[config.mk]
export PLATFORM = sky130hd
export DESIGN_NAME = flash_host
export DESIGN_NICKNAME = d
export VERILOG_FILES = /design/src/rtl/flash_host_pkg.sv /design/src/rtl/flash_host.sv
export SDC_FILE = /design/constraint.sdc
export NUM_CORES = 1
export LEC_CHECK = 0
export ABC_AREA = 1
export BUFFER_PORTS_ARGS = -buffer_cell sky130_fd_sc_hd__buf_2
export CORE_MARGIN = 2
export CORE_UTILIZATION = 25
export CTS_CLUSTER_DIAMETER = 120
export DETAILED_ROUTE_END_ITERATION = 8
export GPL_TIMING_DRIVEN = 0
export SLEW_MARGIN = 10
export SYNTH_ARGS = -nofsm -noshare
export SYNTH_HDL_FRONTEND = slang
export SYNTH_SLANG_ARGS = --single-unit
[constraint.sdc]
create_clock -name clk -period 17.8 [get_ports clk]
set_input_delay 2.67 -clock clk [delete_from_list [all_inputs] [get_ports clk]]
set_output_delay 2.67 -clock clk [all_outputs]
set_load 0.02 [all_outputs]
[src/rtl/flash_host_pkg.sv]
// Overview of operation
// - Host writes reset after timeout or identification; the host has no timeout, and only the testbench writes f0 after identification
// - Command identification keeps address bit 9 normal
// - Write: select and strobe low, output-enable high
// - Byte mode low lines, word mode sixteen
// - Protect other sectors before unprotecting one
// - Program and erase need unlock cycles
package flash_host_pkg;
   localparam int          CLK_NS        = 40;
   // Phase lengths in ns, rounded up to whole cycles
   localparam int          SETUP_NS      = 40;
   localparam int          STROBE_NS     = 80;
   localparam int          ACCESS_NS     = 120;
   localparam int          HOLD_NS       = 40;
   localparam logic [3:0]  SETUP_CYC     = 4'((SETUP_NS + CLK_NS - 1) / CLK_NS);
   localparam logic [3:0]  STROBE_CYC    = 4'((STROBE_NS + CLK_NS - 1) / CLK_NS);
   localparam logic [3:0]  ACCESS_CYC    = 4'((ACCESS_NS + CLK_NS - 1) / CLK_NS);
   localparam logic [3:0]  HOLD_CYC      = 4'((HOLD_NS + CLK_NS - 1) / CLK_NS);
   // Extra read cycles while data crosses the two input flops
   localparam logic [3:0]  SYNC_CYC      = 4'h2;
   // Register byte offsets
   localparam logic [4:0]  REG_CTRL      = 5'h00;
   localparam logic [4:0]  REG_ADDR      = 5'h04;
   localparam logic [4:0]  REG_WDATA     = 5'h08;
   localparam logic [4:0]  REG_STATUS    = 5'h0c;
   localparam logic [4:0]  REG_RDATA     = 5'h10;
   // Control fields
   localparam int          CTRL_GO       = 0;
   localparam int          CTRL_WRITE    = 1;
   localparam int          CTRL_WORD     = 2;
   localparam int          CTRL_HV       = 3;
   localparam int          CTRL_RST      = 4;
   // Status fields
   localparam int          ST_BUSY       = 0;
   localparam int          ST_READY      = 1;
   localparam int          ST_POLL       = 2;
   localparam int          ST_TOGGLE     = 3;
   localparam int          ST_TIMEOUT    = 4;
   localparam logic [31:0] CTRL_RESET    = 32'h0000_0014;
   localparam logic [1:0]  RESP_OKAY     = 2'h0;
   localparam logic [1:0]  RESP_SLVERR   = 2'h2;

   typedef struct packed {
      logic        selN;
      logic        outEnN;
      logic        wrStrobeN;
      logic        resetN;
      logic        highVoltageLevel;
      logic        widthSel;
      logic [18:0] addr;
      logic [15:0] dqOut;
      logic [15:0] dqOe;
   } flash_pins_t;

   typedef enum logic [2:0] {S_IDLE, S_SETUP, S_STROBE, S_HOLD} cycle_state_t;
endpackage : flash_host_pkg
[src/rtl/flash_host.sv]
module flash_host
   import flash_host_pkg::*;
(
   // Clock and reset
   input  wire  logic                        clk,
   input  wire  logic                        rst,
   // AXI4-Lite slave
   input  wire  logic [4:0]                  awaddr,
   input  wire  logic                        awvalid,
   output       logic                        awready,
   input  wire  logic [31:0]                 wdata,
   input  wire  logic [3:0]                  wstrb,
   input  wire  logic                        wvalid,
   output       logic                        wready,
   output       logic [1:0]                  bresp,
   output       logic                        bvalid,
   input  wire  logic                        bready,
   input  wire  logic [4:0]                  araddr,
   input  wire  logic                        arvalid,
   output       logic                        arready,
   output       logic [31:0]                 rdata,
   output       logic [1:0]                  rresp,
   output       logic                        rvalid,
   input  wire  logic                        rready,
   // Flash pins
   output       flash_host_pkg::flash_pins_t pins,
   input  wire  logic [15:0]                 dqIn,
   input  wire  logic                        readyBusyN
);
   import flash_host_pkg::*;

   logic [31:0]  ctrl_q, ctrl_d, addr_q, addr_d, wd_q, wd_d, rd_q, rd_d;
   logic         awHeld_q, awHeld_d, wHeld_q, wHeld_d;
   logic [4:0]   awA_q, awA_d;
   logic [31:0]  wD_q, wD_d;
   logic [3:0]   wS_q, wS_d;
   logic         awready_d, wready_d, bvalid_d, arready_d, rvalid_d;
   logic [1:0]   bresp_d, rresp_d;
   logic [31:0]  rdata_d;
   cycle_state_t st_q, st_d;
   logic [3:0]   cnt_q, cnt_d;
   flash_pins_t  pins_d;
   logic [15:0]  dqS1_q, dqS2_q;
   logic         rbS1_q, rbS2_q;
   logic         toggleSeen_q, toggleSeen_d;
   logic         lastBit6_q, lastBit6_d;

   function automatic logic [31:0] merge(input logic [31:0] old, input logic [31:0] nw,
                                         input logic [3:0] be);
      for (int i = 0; i < 4; i++)
         if (be[i])
            old[i*8 +: 8] = nw[i*8 +: 8];
      return old;
   endfunction : merge

   // Two-stage synchronisers on device outputs
   always_ff @(posedge clk or posedge rst)
   begin
      if (rst)
      begin
         dqS1_q <= 16'h0000;
         dqS2_q <= 16'h0000;
         rbS1_q <= 1'b1;
         rbS2_q <= 1'b1;
      end
      else
      begin
         dqS1_q <= dqIn;
         dqS2_q <= dqS1_q;
         rbS1_q <= readyBusyN;
         rbS2_q <= rbS1_q;
      end
   end

   always_comb
   begin
      ctrl_d    = ctrl_q;
      addr_d    = addr_q;
      wd_d      = wd_q;
      rd_d      = rd_q;
      awHeld_d  = awHeld_q;
      wHeld_d   = wHeld_q;
      awA_d     = awA_q;
      wD_d      = wD_q;
      wS_d      = wS_q;
      awready_d = 1'b0;
      wready_d  = 1'b0;
      bvalid_d  = bvalid && !bready;
      bresp_d   = bresp;
      arready_d = 1'b0;
      rvalid_d  = rvalid && !rready;
      rresp_d   = rresp;
      rdata_d   = rdata;
      st_d      = st_q;
      cnt_d     = cnt_q;
      pins_d    = pins;
      toggleSeen_d = toggleSeen_q;
      lastBit6_d   = lastBit6_q;
      if (awvalid && !awHeld_q && !awready)
      begin
         awready_d = 1'b1;
         awHeld_d  = 1'b1;
         awA_d     = awaddr;
      end
      if (wvalid && !wHeld_q && !wready)
      begin
         wready_d = 1'b1;
         wHeld_d  = 1'b1;
         wD_d     = wdata;
         wS_d     = wstrb;
      end
      if (awHeld_q && wHeld_q && !bvalid)
      begin
         awHeld_d = 1'b0;
         wHeld_d  = 1'b0;
         bvalid_d = 1'b1;
         bresp_d  = RESP_OKAY;
         unique case (awA_q)
            REG_CTRL:  ctrl_d = merge(ctrl_q, wD_q, wS_q);
            REG_ADDR:  addr_d = merge(addr_q, wD_q, wS_q);
            REG_WDATA: wd_d   = merge(wd_q, wD_q, wS_q);
            REG_STATUS, REG_RDATA: ;
            default:   bresp_d = RESP_SLVERR;
         endcase
      end
      if (arvalid && !arready && !rvalid)
      begin
         arready_d = 1'b1;
         rvalid_d  = 1'b1;
         rresp_d   = RESP_OKAY;
         unique case (araddr)
            REG_CTRL:   rdata_d = ctrl_q;
            REG_ADDR:   rdata_d = addr_q;
            REG_WDATA:  rdata_d = wd_q;
            REG_STATUS: rdata_d = {27'h0, rd_q[5], toggleSeen_q, rd_q[7],
                                   rbS2_q, st_q != S_IDLE};
            REG_RDATA:  rdata_d = rd_q;
            default:
            begin
               rdata_d = 32'h0;
               rresp_d = RESP_SLVERR;
            end
         endcase
      end
      pins_d.resetN           = !ctrl_q[CTRL_RST];
      pins_d.highVoltageLevel = ctrl_q[CTRL_HV];
      pins_d.widthSel         = ctrl_q[CTRL_WORD];
      unique case (st_q)
         S_IDLE:
         begin
            pins_d.selN      = 1'b1;
            pins_d.outEnN    = 1'b1;
            pins_d.wrStrobeN = 1'b1;
            pins_d.dqOe      = 16'h0000;
            if (ctrl_q[CTRL_GO])
            begin
               ctrl_d[CTRL_GO] = 1'b0;
               pins_d.addr     = addr_q[18:0];
               // Byte mode: line 15 carries the top address bit, addr_q[19]
               pins_d.dqOut    = ctrl_q[CTRL_WORD] ? wd_q[15:0]
                                 : {addr_q[19], 7'h00, wd_q[7:0]};
               pins_d.dqOe     = ctrl_q[CTRL_WRITE]
                                 ? (ctrl_q[CTRL_WORD] ? 16'hffff : 16'h80ff)
                                 : (ctrl_q[CTRL_WORD] ? 16'h0000 : 16'h8000);
               pins_d.selN     = 1'b0;
               st_d            = S_SETUP;
               cnt_d           = SETUP_CYC;
            end
         end
         S_SETUP:
         begin
            cnt_d = cnt_q - 4'h1;
            if (cnt_q == 4'h1)
            begin
               // Output enable held high on writes so never read as a read
               if (ctrl_q[CTRL_WRITE])
                  pins_d.wrStrobeN = 1'b0;
               else
                  pins_d.outEnN = 1'b0;
               // Capture must see data that already passed both input flops
               cnt_d = ctrl_q[CTRL_WRITE] ? STROBE_CYC : ACCESS_CYC + SYNC_CYC;
               st_d  = S_STROBE;
            end
         end
         S_STROBE:
         begin
            cnt_d = cnt_q - 4'h1;
            if (cnt_q == 4'h1)
            begin
               if (!ctrl_q[CTRL_WRITE])
               begin
                  rd_d         = {16'h0, ctrl_q[CTRL_WORD] ? dqS2_q : {8'h00, dqS2_q[7:0]}};
                  lastBit6_d   = dqS2_q[6];
                  toggleSeen_d = dqS2_q[6] != lastBit6_q;
               end
               pins_d.wrStrobeN = 1'b1;
               pins_d.outEnN    = 1'b1;
               cnt_d            = HOLD_CYC;
               st_d             = S_HOLD;
            end
         end
         S_HOLD:
         begin
            cnt_d = cnt_q - 4'h1;
            if (cnt_q == 4'h1)
            begin
               pins_d.selN = 1'b1;
               pins_d.dqOe = 16'h0000;
               st_d        = S_IDLE;
            end
         end
      endcase
   end

   always_ff @(posedge clk or posedge rst)
   begin
      if (rst)
      begin
         ctrl_q <= CTRL_RESET;
         addr_q <= 32'h0;
         wd_q   <= 32'h0;
         rd_q   <= 32'h0;
         awHeld_q <= 1'b0;
         wHeld_q  <= 1'b0;
         awA_q  <= 5'h0;
         wD_q   <= 32'h0;
         wS_q   <= 4'h0;
         awready <= 1'b0;
         wready  <= 1'b0;
         bvalid  <= 1'b0;
         bresp   <= 2'h0;
         arready <= 1'b0;
         rvalid  <= 1'b0;
         rresp   <= 2'h0;
         rdata   <= 32'h0;
         st_q    <= S_IDLE;
         cnt_q   <= 4'h0;
         pins    <= '{selN: 1'b1, outEnN: 1'b1, wrStrobeN: 1'b1, resetN: 1'b0,
                      highVoltageLevel: 1'b0, widthSel: 1'b1, addr: 19'h0,
                      dqOut: 16'h0, dqOe: 16'h0};
         toggleSeen_q <= 1'b0;
         lastBit6_q   <= 1'b0;
      end
      else
      begin
         ctrl_q <= ctrl_d;
         addr_q <= addr_d;
         wd_q   <= wd_d;
         rd_q   <= rd_d;
         awHeld_q <= awHeld_d;
         wHeld_q  <= wHeld_d;
         awA_q  <= awA_d;
         wD_q   <= wD_d;
         wS_q   <= wS_d;
         awready <= awready_d;
         wready  <= wready_d;
         bvalid  <= bvalid_d;
         bresp   <= bresp_d;
         arready <= arready_d;
         rvalid  <= rvalid_d;
         rresp   <= rresp_d;
         rdata   <= rdata_d;
         st_q    <= st_d;
         cnt_q   <= cnt_d;
         pins    <= pins_d;
         toggleSeen_q <= toggleSeen_d;
         lastBit6_q   <= lastBit6_d;
      end
   end
endmodule : flash_host

==> metrics.cfg, run 1 <==
[status]
outcome=finished clean

[yosys]
synth_cell_type_count=34
synth-seq-area-share_pct=60.9
synthFlopType=dfrtp_1
synth_cells=1225
synth_edf_count=0
synth_top_family_by_area=simple AND/OR/NAND/NOR gates
synth_compound_area_share_pct=9.93
synthAdderAreaFrac_pct=0.763
synthTopCellsByArea=dfrtp_1 59%, nand2_1 14%, o21ai_0 4.2%
synth-xor-area-share_pct=0.153
yosys-mux-area-fraction_pct=0.196
yosysMostFrequentCell=nand2_1
synthArstFlopShare_pct=100
yosysWarnings=0
synth_top_area_share_pct=59.1
synth.ff_latch_count=279
syn-cell-area_um2=11500
yosys.area.top_type=dfrtp_1
avgSynthCellArea_um2=9.37
yosys.area_share.simple_pct=21.7
synth_commonest_cells=427 x nand2_1, 271 x dfrtp_1, 96 x o21ai_0, 77 x inv_1, 67 x nand4_1

[worst_setup_path]
cp-end-kind=output pin
crit_start=pins[7]$_DFFE_PP0P_
worstPathMaxFanout=9
cp.required_ns=15.13
worstSetupEndpoint=pins[4]
r2r_cells=7
r2r_end=pins[43]$_DFFE_PP0P_
criticalPathCategory=reg -> out
critPathLaunchType=flip-flop
r2r-start=st_q[0]$_DFFE_PP0P_
arrival_ns=1.35
r2r_slack_ns=15.54

[routing]
vias=9312
wirelength_um=35000
firstDrtPassIters=5
drtIter0Drc=766
vias_per_cell=4.55
ant_nets=0
drc=0
wl_per_cell_um=17.1

[cts]
clkSlewWorstSetupHoldPaths_ns=0.06
clockBufferDepth=3
htree_levels=1
numClockSinks=279
clkLatencyLatePin_ns=0.56
cts_buffers=30
cts_resized=0
ctsHoldBuffers=0
cts_tree=built
root_buffer=clkbuf_16
post_cts_buffers=0

[power]
power.density_nw_per_um2=154
total_power_mw=2.18
power.leakage_nw=7.14
vdd_ir_drop_max_uv=83.7

[min_path]
worstHoldStart=dqS1_q[6]$_DFF_PP0_
hp-class=reg -> reg

[sta]
fin_crit_sh_pct=22.6
slew_viol_final=0
finClkSkew_ns=0.0107
tightest_slew_ns=0.782
relSlewSlack_pct=47.8
tns_ns=0
fin_crit_ns=4.02
rsz0062_at_grt=false
fin_ws_ns=13.78
finalSetupViolCount=0
finalHoldViolCount=0
max_freq_mhz=249

[die]
rows=78
io_pins=168
dieArea_um2=47700
core-area_um2=45400
die_w_um=218
initial_core_util_pct=25.3
dieHeight_um=218

[placement]
dpl.hpwl_um=25800
post-place-ws_ns=13.36
place_congestion=0.854
port_buffers=165

[cells_and_area]
utilization_pct=31.2
drive_above_1_share_pct=22.5
final_net_count=1502
area_delta_synth_final_pct=23.1

[global_route]
grt_start_max_net_pins=117
first_global_vias=9203
antenna_found_initial=3
grt_pass1_wl_um=53800
gr-usage-all-layers_pct=14.7
overflow=0

[flow_run]
cap_violations=0

-- report_power, final --
group          switching (mW)  internal [mW]  total (mW)
sequential              0.124          0.848       0.972
clock                   0.255          0.379       0.633
combinational           0.393          0.184       0.578
-- cell usage in the layout, fill, tap and decap left out, types with 4 or more instances in the layout --
cell,count
o21ai_2,24
nor2_1,15
clkbuf_1,36
buf_6,8
buf_4,17
nand3_1,34
clkbuf_8,8
o21ai_0,96
o21bai_1,5
inv_1,76
a21oi_1,9
nand2_1,427
dfrtp_1,271
nand4_1,67
buf_2,184
dfstp_2,8
nand2_2,12
clkbuf_16,31
nor2_2,7
clkinv_2,4
o21ai_1,65
ha_1,7
-- cell families (layout without fill, tap and decap cells) --
kind of cell | Yosys count | count (layout)
mux | 2 | 2
other cells | 1 | 3
compound gates | 205 | 205
simple gates | 574 | 574
fa+ha+maj | 7 | 7
flops | 279 | 279
buf+inv | 155 | 376
xor+xnor | 2 | 2
-- cell type report --
type	instances	area, µm²
plain buffers	76	433
diodes	1	2.50
clock buffers	45	908
repair buffers	167	881
well taps	600	751
flip-flops and latches	279	6990
inverters	79	304
clock inverters	9	104
fillers	4751	31200
multi-input cells	792	3760
-- registers in the layout, summed over array words and instances, names as in the netlist, 32 cells and up --
| name | count |
|---|---|
| pins | 44 |
| wd_q | 32 |
| rdata | 32 |
| ctrl_q | 32 |
| addr_q | 32 |
| wD_q | 32 |
-- routing by layer --
| layer | track usage, % | share of wire [%] | vias to the layer above |
|---|---|---|---|
| met2 | 23.9 | 47 | 321 |
| met5 | 0 | 0.057 | - |
| met4 | 3.06 | 1.7 | 4 |
| met1 | 19.9 | 44 | 4550 |
| li1 | - | - | 4394 |
| met3 | 3.54 | 7.6 | 43 |
-- worst max-delay path: stages, from the launching register on --
cell	delay [ns]
dfrtp_1	0.49
buf_4	0.16
buf_2	0.15
-- through the flow --
step,std cells,cell area [µm²],hold WS (ns)
CTS,2047,14100,0.348
global placement,1991,13100,0.337
floorplan,1226,11500,0.331
finish,2048,14100,0.348
detailed placement,1993,13100,0.337
global route,2048,14100,0.356
-- worst min-delay path by stage --
stage / to / slack (ns) / cells past startpoint
3_3_place_gp: dqS2_q[8]$_DFF_PP0_ / 0.34 / 0
4_1_cts: dqS2_q[6]$_DFF_PP0_ / 0.35 / 0
5_1_grt: dqS2_q[11]$_DFF_PP0_ / 0.36 / 0
2_1_floorplan: dqS2_q[0]$_DFF_PP0_ / 0.33 / 0
3_5_place_dp: dqS2_q[8]$_DFF_PP0_ / 0.34 / 0
6_report: dqS2_q[6]$_DFF_PP0_ / 0.35 / 0
(Power assumes the default switching activity.)
==> inputs of run 2 (changes only) <==
==> constraint.sdc (replaced) <==
create_clock -name clk -period 3.5 [get_ports clk]
set_input_delay 0.525 -clock clk [delete_from_list [all_inputs] [get_ports clk]]
set_output_delay 0.525 -clock clk [all_outputs]
set_load 0.02 [all_outputs]
==> metrics.cfg, run 2 (synthesized netlist as in run 1, its figures left out) <==
[worst_setup_path]
cp_slowest_stage_delay_ns=0.64  ; was 0.49 ns
critPathLaunchType=flip-flop  ; unchanged
crit_top_cell=nand2_1
crit_family=buffers and inverters  ; was flip-flops
cp-end-kind=flip-flop  ; was output pin
cp_slowest_cell=clkbuf_1  ; was dfrtp_1
crit_start=st_q[0]$_DFFE_PP0P_  ; was pins[7]$_DFFE_PP0P_
cp.required_ns=4.00  ; was 15.13 ns
arrival_ns=2.80  ; was 1.35 ns
path_cells=inv_1, ha_1, nand2_1, clkbuf_1, clkbuf_1, nand2_1, nand2_1  ; was buf_4, buf_2
crit_buf_inv=3  ; was 2
worstPathMaxFanout=10  ; was 9
r2r-start=st_q[0]$_DFFE_PP0P_  ; unchanged
criticalPathCategory=reg -> reg  ; was reg -> out

[die]
die_w_um=218  ; unchanged
dieHeight_um=218  ; unchanged
dieArea_um2=47700  ; unchanged
io_pins=168  ; unchanged
rows=78  ; unchanged
core-area_um2=45400  ; unchanged
initial_core_util_pct=25.3  ; unchanged

[global_route]
antenna_found_initial=3  ; unchanged
gr-usage-all-layers_pct=14.9  ; was 14.7%
grt_pass1_wl_um=54300  ; was 53800 µm
overflow=0  ; unchanged
first_global_vias=9267  ; was 9203
grt_start_max_net_pins=36  ; was 117

[flow_run]
cap_violations=0  ; unchanged

[routing]
wirelength_um=35200  ; was 35000 µm
ant_nets=0  ; unchanged
drtIter0Drc=890  ; was 766
vias_per_cell=4.51  ; was 4.55
drc=0  ; unchanged
wl_per_cell_um=17.1  ; about the same
vias=9277  ; was 9312
firstDrtPassIters=5  ; unchanged

[power]
vdd_ir_drop_max_uv=403  ; was 83.7 µV
p_sw_share_pct=35.1  ; was 35.4%
power_switching_mw=3.93  ; was 0.772 mW
p_int_mw=7.25  ; was 1.41 mW
power.leakage_nw=7.20  ; was 7.14 nW
combPwrFrac_pct=26.5  ; about the same
p_seq_share_pct=44.3  ; was 44.5%
p_clk_share_pct=29.3  ; was 29.0%
power.density_nw_per_um2=782  ; was 154 nW/µm²

[cts]
clockBufferDepth=3  ; unchanged
post_cts_buffers=0  ; unchanged
clkLatencyLatePin_ns=0.56  ; about the same
cts_tree=built  ; unchanged
clkSlewWorstSetupHoldPaths_ns=0.06  ; about the same
htree_levels=1  ; unchanged
numClockSinks=279  ; unchanged
root_buffer=clkbuf_16  ; unchanged
cts_buffers=30  ; unchanged

[cells_and_area]
area_delta_synth_final_pct=24.4  ; was 23.1%
top_register=pins  ; unchanged
final_net_count=1510  ; was 1502
final_cell_mix=427 x nand2_1, 271 x dfrtp_1, 184 x buf_2  ; unchanged
final_common_cell=nand2_1  ; unchanged
utilization_pct=31.5  ; was 31.2%
largest_reg_flops=44  ; unchanged
drive_above_1_share_pct=22.5  ; about the same

[sta]
fin_crit_sh_pct=65.8
max_freq_mhz=434
finalHoldViolCount=0  ; unchanged
relSlewSlack_pct=45.6  ; was 47.8%
slew_viol_final=0  ; unchanged
tightest_slew_ns=0.815  ; was 0.782 ns
finClkSkew_ns=0.0112  ; was 0.0107 ns
finalSetupViolCount=0  ; unchanged
hold_ws_ns=0.0687  ; was 0.348 ns
fin_crit_ns=2.30
rsz0062_at_grt=false  ; unchanged

[min_path]
worstHoldStart=readyBusyN  ; was dqS1_q[6]$_DFF_PP0_
hp-class=in -> reg  ; was reg -> reg

[placement]
dpl.hpwl_um=26700  ; was 25800 µm
port_buffers=165  ; unchanged
place_congestion=0.858  ; was 0.854

[status]
outcome=finished clean  ; unchanged

run 2: cell count changes in the layout (fill, tap and decap cells not counted):
cell           delta
clkbuf_1          +5
buf_16            -1
bufinv_16         +1
clkinv_4          -1
inv_8             -1
clkbuf_8          -1
buf_12            +8
dlygate4sd3_1     +1
clkinv_2          -2
run 2: final cells by class:
| cell class | count | area [µm²] |
|---|---|---|
| fillers | 4799 | 31100 |
| flip-flops and latches | 279 | 6990 |
| multi-input cells | 792 | 3760 |
| repair buffers | 175 | 1020 |
| clock buffers | 49 | 913 |
| well taps | 600 | 751 |
| plain buffers | 76 | 433 |
| inverters | 79 | 300 |
| clock inverters | 6 | 108 |
| diodes | 1 | 2.50 |
run 2: per-stage QoR:
| stage | total power, mW | instance area [µm²] | setup slack (ns) | setup TNS (ns) | std cells |
|---|---|---|---|---|---|
| floorplan | 6.87 | 11500 | -0.712 | -192.90 | 1226 |
| global placement | 7.84 | 13100 | -2.43 | -656.71 | 1991 |
| detailed placement | 7.98 | 13300 | 1.19 | 0 | 2000 |
| CTS | 11.3 | 14300 | 1.18 | 0 | 2056 |
| global route | 11.9 | 14300 | 1.01 | 0 | 2057 |
| finish | 11.2 | 14300 | 1.20 | 0 | 2057 |
run 2: worst reg2reg max path: stages (launching register included):
cell      delay [ns]
dfrtp_1         0.39
inv_1           0.10
ha_1            0.29
nand2_1         0.15
clkbuf_1        0.64
clkbuf_1        0.49
nand2_1         0.12
nand2_1         0.09
run 2: what timing repair did:
action / CTS / global route
hold buffers: 1 / 0
gates resized for setup: 0 / 0
hold endpoints to repair: 10 / 0
run 2: power groups by stage:
stage,clock network [mW],logic (mW),registers (mW)
finish,3.27,2.96,4.95
global route,3.46,3.38,5.07
CTS,3.33,3.02,4.93
detailed placement,0,3.00,4.98
global placement,0,2.88,4.96
floorplan,0,1.80,5.07
run 2: worst paths after layout:
path	to	slack (ns)	cells past startpoint
max	pins[38]$_DFFE_PP0P_	1.20	7
min in group asynchronous	bresp[1]$_DFFE_PP0N_	0.48	3
min reg2reg	dqS2_q[8]$_DFF_PP0_	0.35	0
max in group asynchronous	rdata[21]$_DFFE_PP0P_	1.81	7
max reg2reg	pins[38]$_DFFE_PP0P_	1.20	7
min	rbS1_q$_DFF_PP1_	0.07	1
run 2: routing by layer:
| layer | wire [µm] | track usage (%) | up-vias |
|---|---|---|---|
| li1 | - | - | 4398 |
| met1 | 15200 | 20.0 | 4495 |
| met2 | 16500 | 24.0 | 322 |
| met3 | 2760 | 3.67 | 58 |
| met4 | 733 | 3.47 | 4 |
| met5 | 29 | 0 | - |
==> inputs of run 3 (changes only) <==
==> constraint.sdc (replaced) <==
create_clock -name clk -period 2.2 [get_ports clk]
set_input_delay 0.33 -clock clk [delete_from_list [all_inputs] [get_ports clk]]
set_output_delay 0.33 -clock clk [all_outputs]
set_load 0.02 [all_outputs]
==> metrics.cfg, run 3 (synthesized netlist as in run 1, its figures left out) <==
[routing]
ant_nets=0  ; unchanged
wl_per_cell_um=16.8  ; was 17.1 µm
vias_per_cell=4.51  ; about the same
firstDrtPassIters=6  ; was 5
drc=0  ; unchanged
drtIter0Drc=867  ; was 890
vias=9480  ; was 9277
wirelength_um=35400  ; was 35200 µm

[sta]
tightest_slew_ns=0.805  ; was 0.815 ns
rsz0062_at_grt=false  ; unchanged
finClkSkew_ns=0.0126  ; was 0.0112 ns
finalSetupViolCount=0  ; unchanged
fin_crit_ns=2.03  ; was 2.30 ns
hold_ws_ns=0.00387  ; was 0.0687 ns
finalHoldViolCount=0  ; unchanged
max_freq_mhz=493  ; was 434 MHz
slew_viol_final=0  ; unchanged
relSlewSlack_pct=46.3  ; was 45.6%
fin_crit_sh_pct=92.3  ; was 65.8%

[power]
power.leakage_nw=7.40  ; was 7.20 nW
power.density_nw_per_um2=1210  ; was 782 nW/µm²
p_sw_share_pct=35.1  ; about the same
combPwrFrac_pct=26.8  ; was 26.5%
p_int_mw=11.6  ; was 7.25 mW
power_switching_mw=6.26  ; was 3.93 mW
p_seq_share_pct=44.1  ; was 44.3%
p_clk_share_pct=29.1  ; was 29.3%
vdd_ir_drop_max_uv=643  ; was 403 µV

[worst_setup_path]
critPathLaunchType=flip-flop  ; unchanged
worstPathMaxFanout=10  ; unchanged
criticalPathCategory=reg -> reg  ; unchanged
cp.required_ns=2.70  ; was 4.00 ns
cp-end-kind=flip-flop  ; unchanged
cp_slowest_stage_delay_ns=0.47  ; was 0.64 ns
arrival_ns=2.53  ; was 2.80 ns
crit_buf_inv=3  ; unchanged
cp_slowest_cell=clkbuf_1  ; unchanged
path_cells=inv_1, ha_1, nand2_1, clkbuf_2, clkbuf_1, nand2_1, nand2_1  ; was inv_1, ha_1, nand2_1, clkbuf_1, clkbuf_1, nand2_1, nand2_1
crit_family=buffers and inverters  ; unchanged
crit_top_cell=nand2_1  ; unchanged

[die]
dieArea_um2=47700  ; unchanged
initial_core_util_pct=25.3  ; unchanged
dieHeight_um=218  ; unchanged
die_w_um=218  ; unchanged
core-area_um2=45400  ; unchanged
rows=78  ; unchanged
io_pins=168  ; unchanged

[placement]
placed_cell_area_um2=13300  ; unchanged
dpl.hpwl_um=26700  ; unchanged
place_congestion=0.858  ; unchanged
port_buffers=165  ; unchanged

[cells_and_area]
final_cell_mix=427 x nand2_1, 271 x dfrtp_1, 184 x buf_2  ; unchanged
fill_cells=4773  ; was 4799
final_common_cell=nand2_1  ; unchanged
num_antenna_cells=0  ; was 1
drive_above_1_share_pct=22.0  ; was 22.5%
utilization_pct=32.5  ; was 31.5%
final_net_count=1556  ; was 1510
final_cell_area_um2=14800  ; was 14300 µm²
area_delta_synth_final_pct=28.5  ; was 24.4%
top_register=pins  ; unchanged
largest_reg_flops=44  ; unchanged

[global_route]
antenna_found_initial=2  ; was 3
overflow=0  ; unchanged
grt_start_max_net_pins=36  ; unchanged
first_global_vias=9502  ; was 9267
grt_pass1_wl_um=54800  ; was 54300 µm
gr-usage-all-layers_pct=14.9  ; about the same

[status]
outcome=finished clean  ; unchanged

[cts]
cts_buffers=30  ; unchanged
cts_tree=built  ; unchanged
clkSlewWorstSetupHoldPaths_ns=0.06  ; about the same
root_buffer=clkbuf_16  ; unchanged
numClockSinks=279  ; unchanged
clockBufferDepth=3  ; unchanged
clkLatencyLatePin_ns=0.56  ; about the same
htree_levels=1  ; unchanged

[min_path]
hp-class=in -> reg  ; unchanged

[flow_run]
cap_violations=0  ; unchanged

==> run 3: cell count changes in the layout (fill, tap and decap cells not counted), sizes merged <==
cell,previous run,this run
dlygate4sd3,1,47
diode,1,0
==> run 3: final cells by class <==
| cell class | instances | area (µm²) | share of cell area [%] |
|---|---|---|---|
| Sequential cell | 279 | 6990 | 47.4 |
| Multi-Input combinational cell | 792 | 3770 | 25.5 |
| Timing Repair Buffer | 221 | 1480 | 10.1 |
| Clock buffer | 49 | 913 | 6.19 |
| Tap cell | 600 | 751 | 5.09 |
| Buffer | 76 | 435 | 2.95 |
| Inverter | 79 | 300 | 2.04 |
| Clock inverter | 6 | 108 | 0.729 |
==> run 3: power by group through the flow <==
stage / Sequential (mW) / Clock (mW) / Combinational [mW]
after floorplan: 8.07 / 0 / 2.86
after global placement: 7.90 / 0 / 4.58
after detailed placement: 7.93 / 0 / 4.77
after CTS: 7.85 / 5.30 / 4.87
after global routing: 8.07 / 5.51 / 5.45
final: 7.87 / 5.20 / 4.78
==> run 3: timing repair <==
item / CTS / global route
hold buffers: 47 / 0
endpoints found under the hold margin: 56 / 0
setup endpoints to repair: 30 / 6
cloned: 0 / 0
buffers inserted: 0 / 0
gates resized for setup: 1 / 3
==> run 3: routing by layer <==
layer / vias to the layer above / part of all wire (%) / track usage [%]
met2: 317 / 47 / 24.2
met3: 56 / 7.3 / 3.63
met4: 4 / 2.1 / 3.42
met1: 4610 / 44 / 20.1
met5: - / 0.065 / 0
li1: 4493 / - / -
==> run 3: final timing paths <==
kind	start	end	slack (ns)	depth (start not counted)
max	st_q[0]$_DFFE_PP0P_	pins[38]$_DFFE_PP0P_	0.17	7
min	wdata[1]	wD_q[1]$_DFFE_PP0P_	0.004	3
max reg2reg	st_q[0]$_DFFE_PP0P_	pins[38]$_DFFE_PP0P_	0.17	7
min reg2reg	dqS1_q[8]$_DFF_PP0_	dqS2_q[8]$_DFF_PP0_	0.35	0
max in group asynchronous	rst	rdata[21]$_DFFE_PP0P_	0.71	7
min in group asynchronous	rst	bresp[1]$_DFFE_PP0N_	0.28	3
==> run 3: worst reg2reg max path: stages (launching register included) <==
cell and delay, ns:
dfrtp_1 0.39, inv_1 0.10, ha_1 0.29, nand2_1 0.15
clkbuf_2 0.37, clkbuf_1 0.47, nand2_1 0.13, nand2_1 0.09
==> run 3: through the flow <==
step                TNS [ns]  total power [mW]  setup slack [ns]  cells
floorplan            -499.03              10.9             -1.82   1226
global placement     -965.95              12.5             -3.53   1991
detailed placement     -1.56              12.7            -0.110   2000
CTS                        0              18.0             0.171   2102
global route               0              19.0           0.00924   2102
finish                     0              17.9             0.170   2102
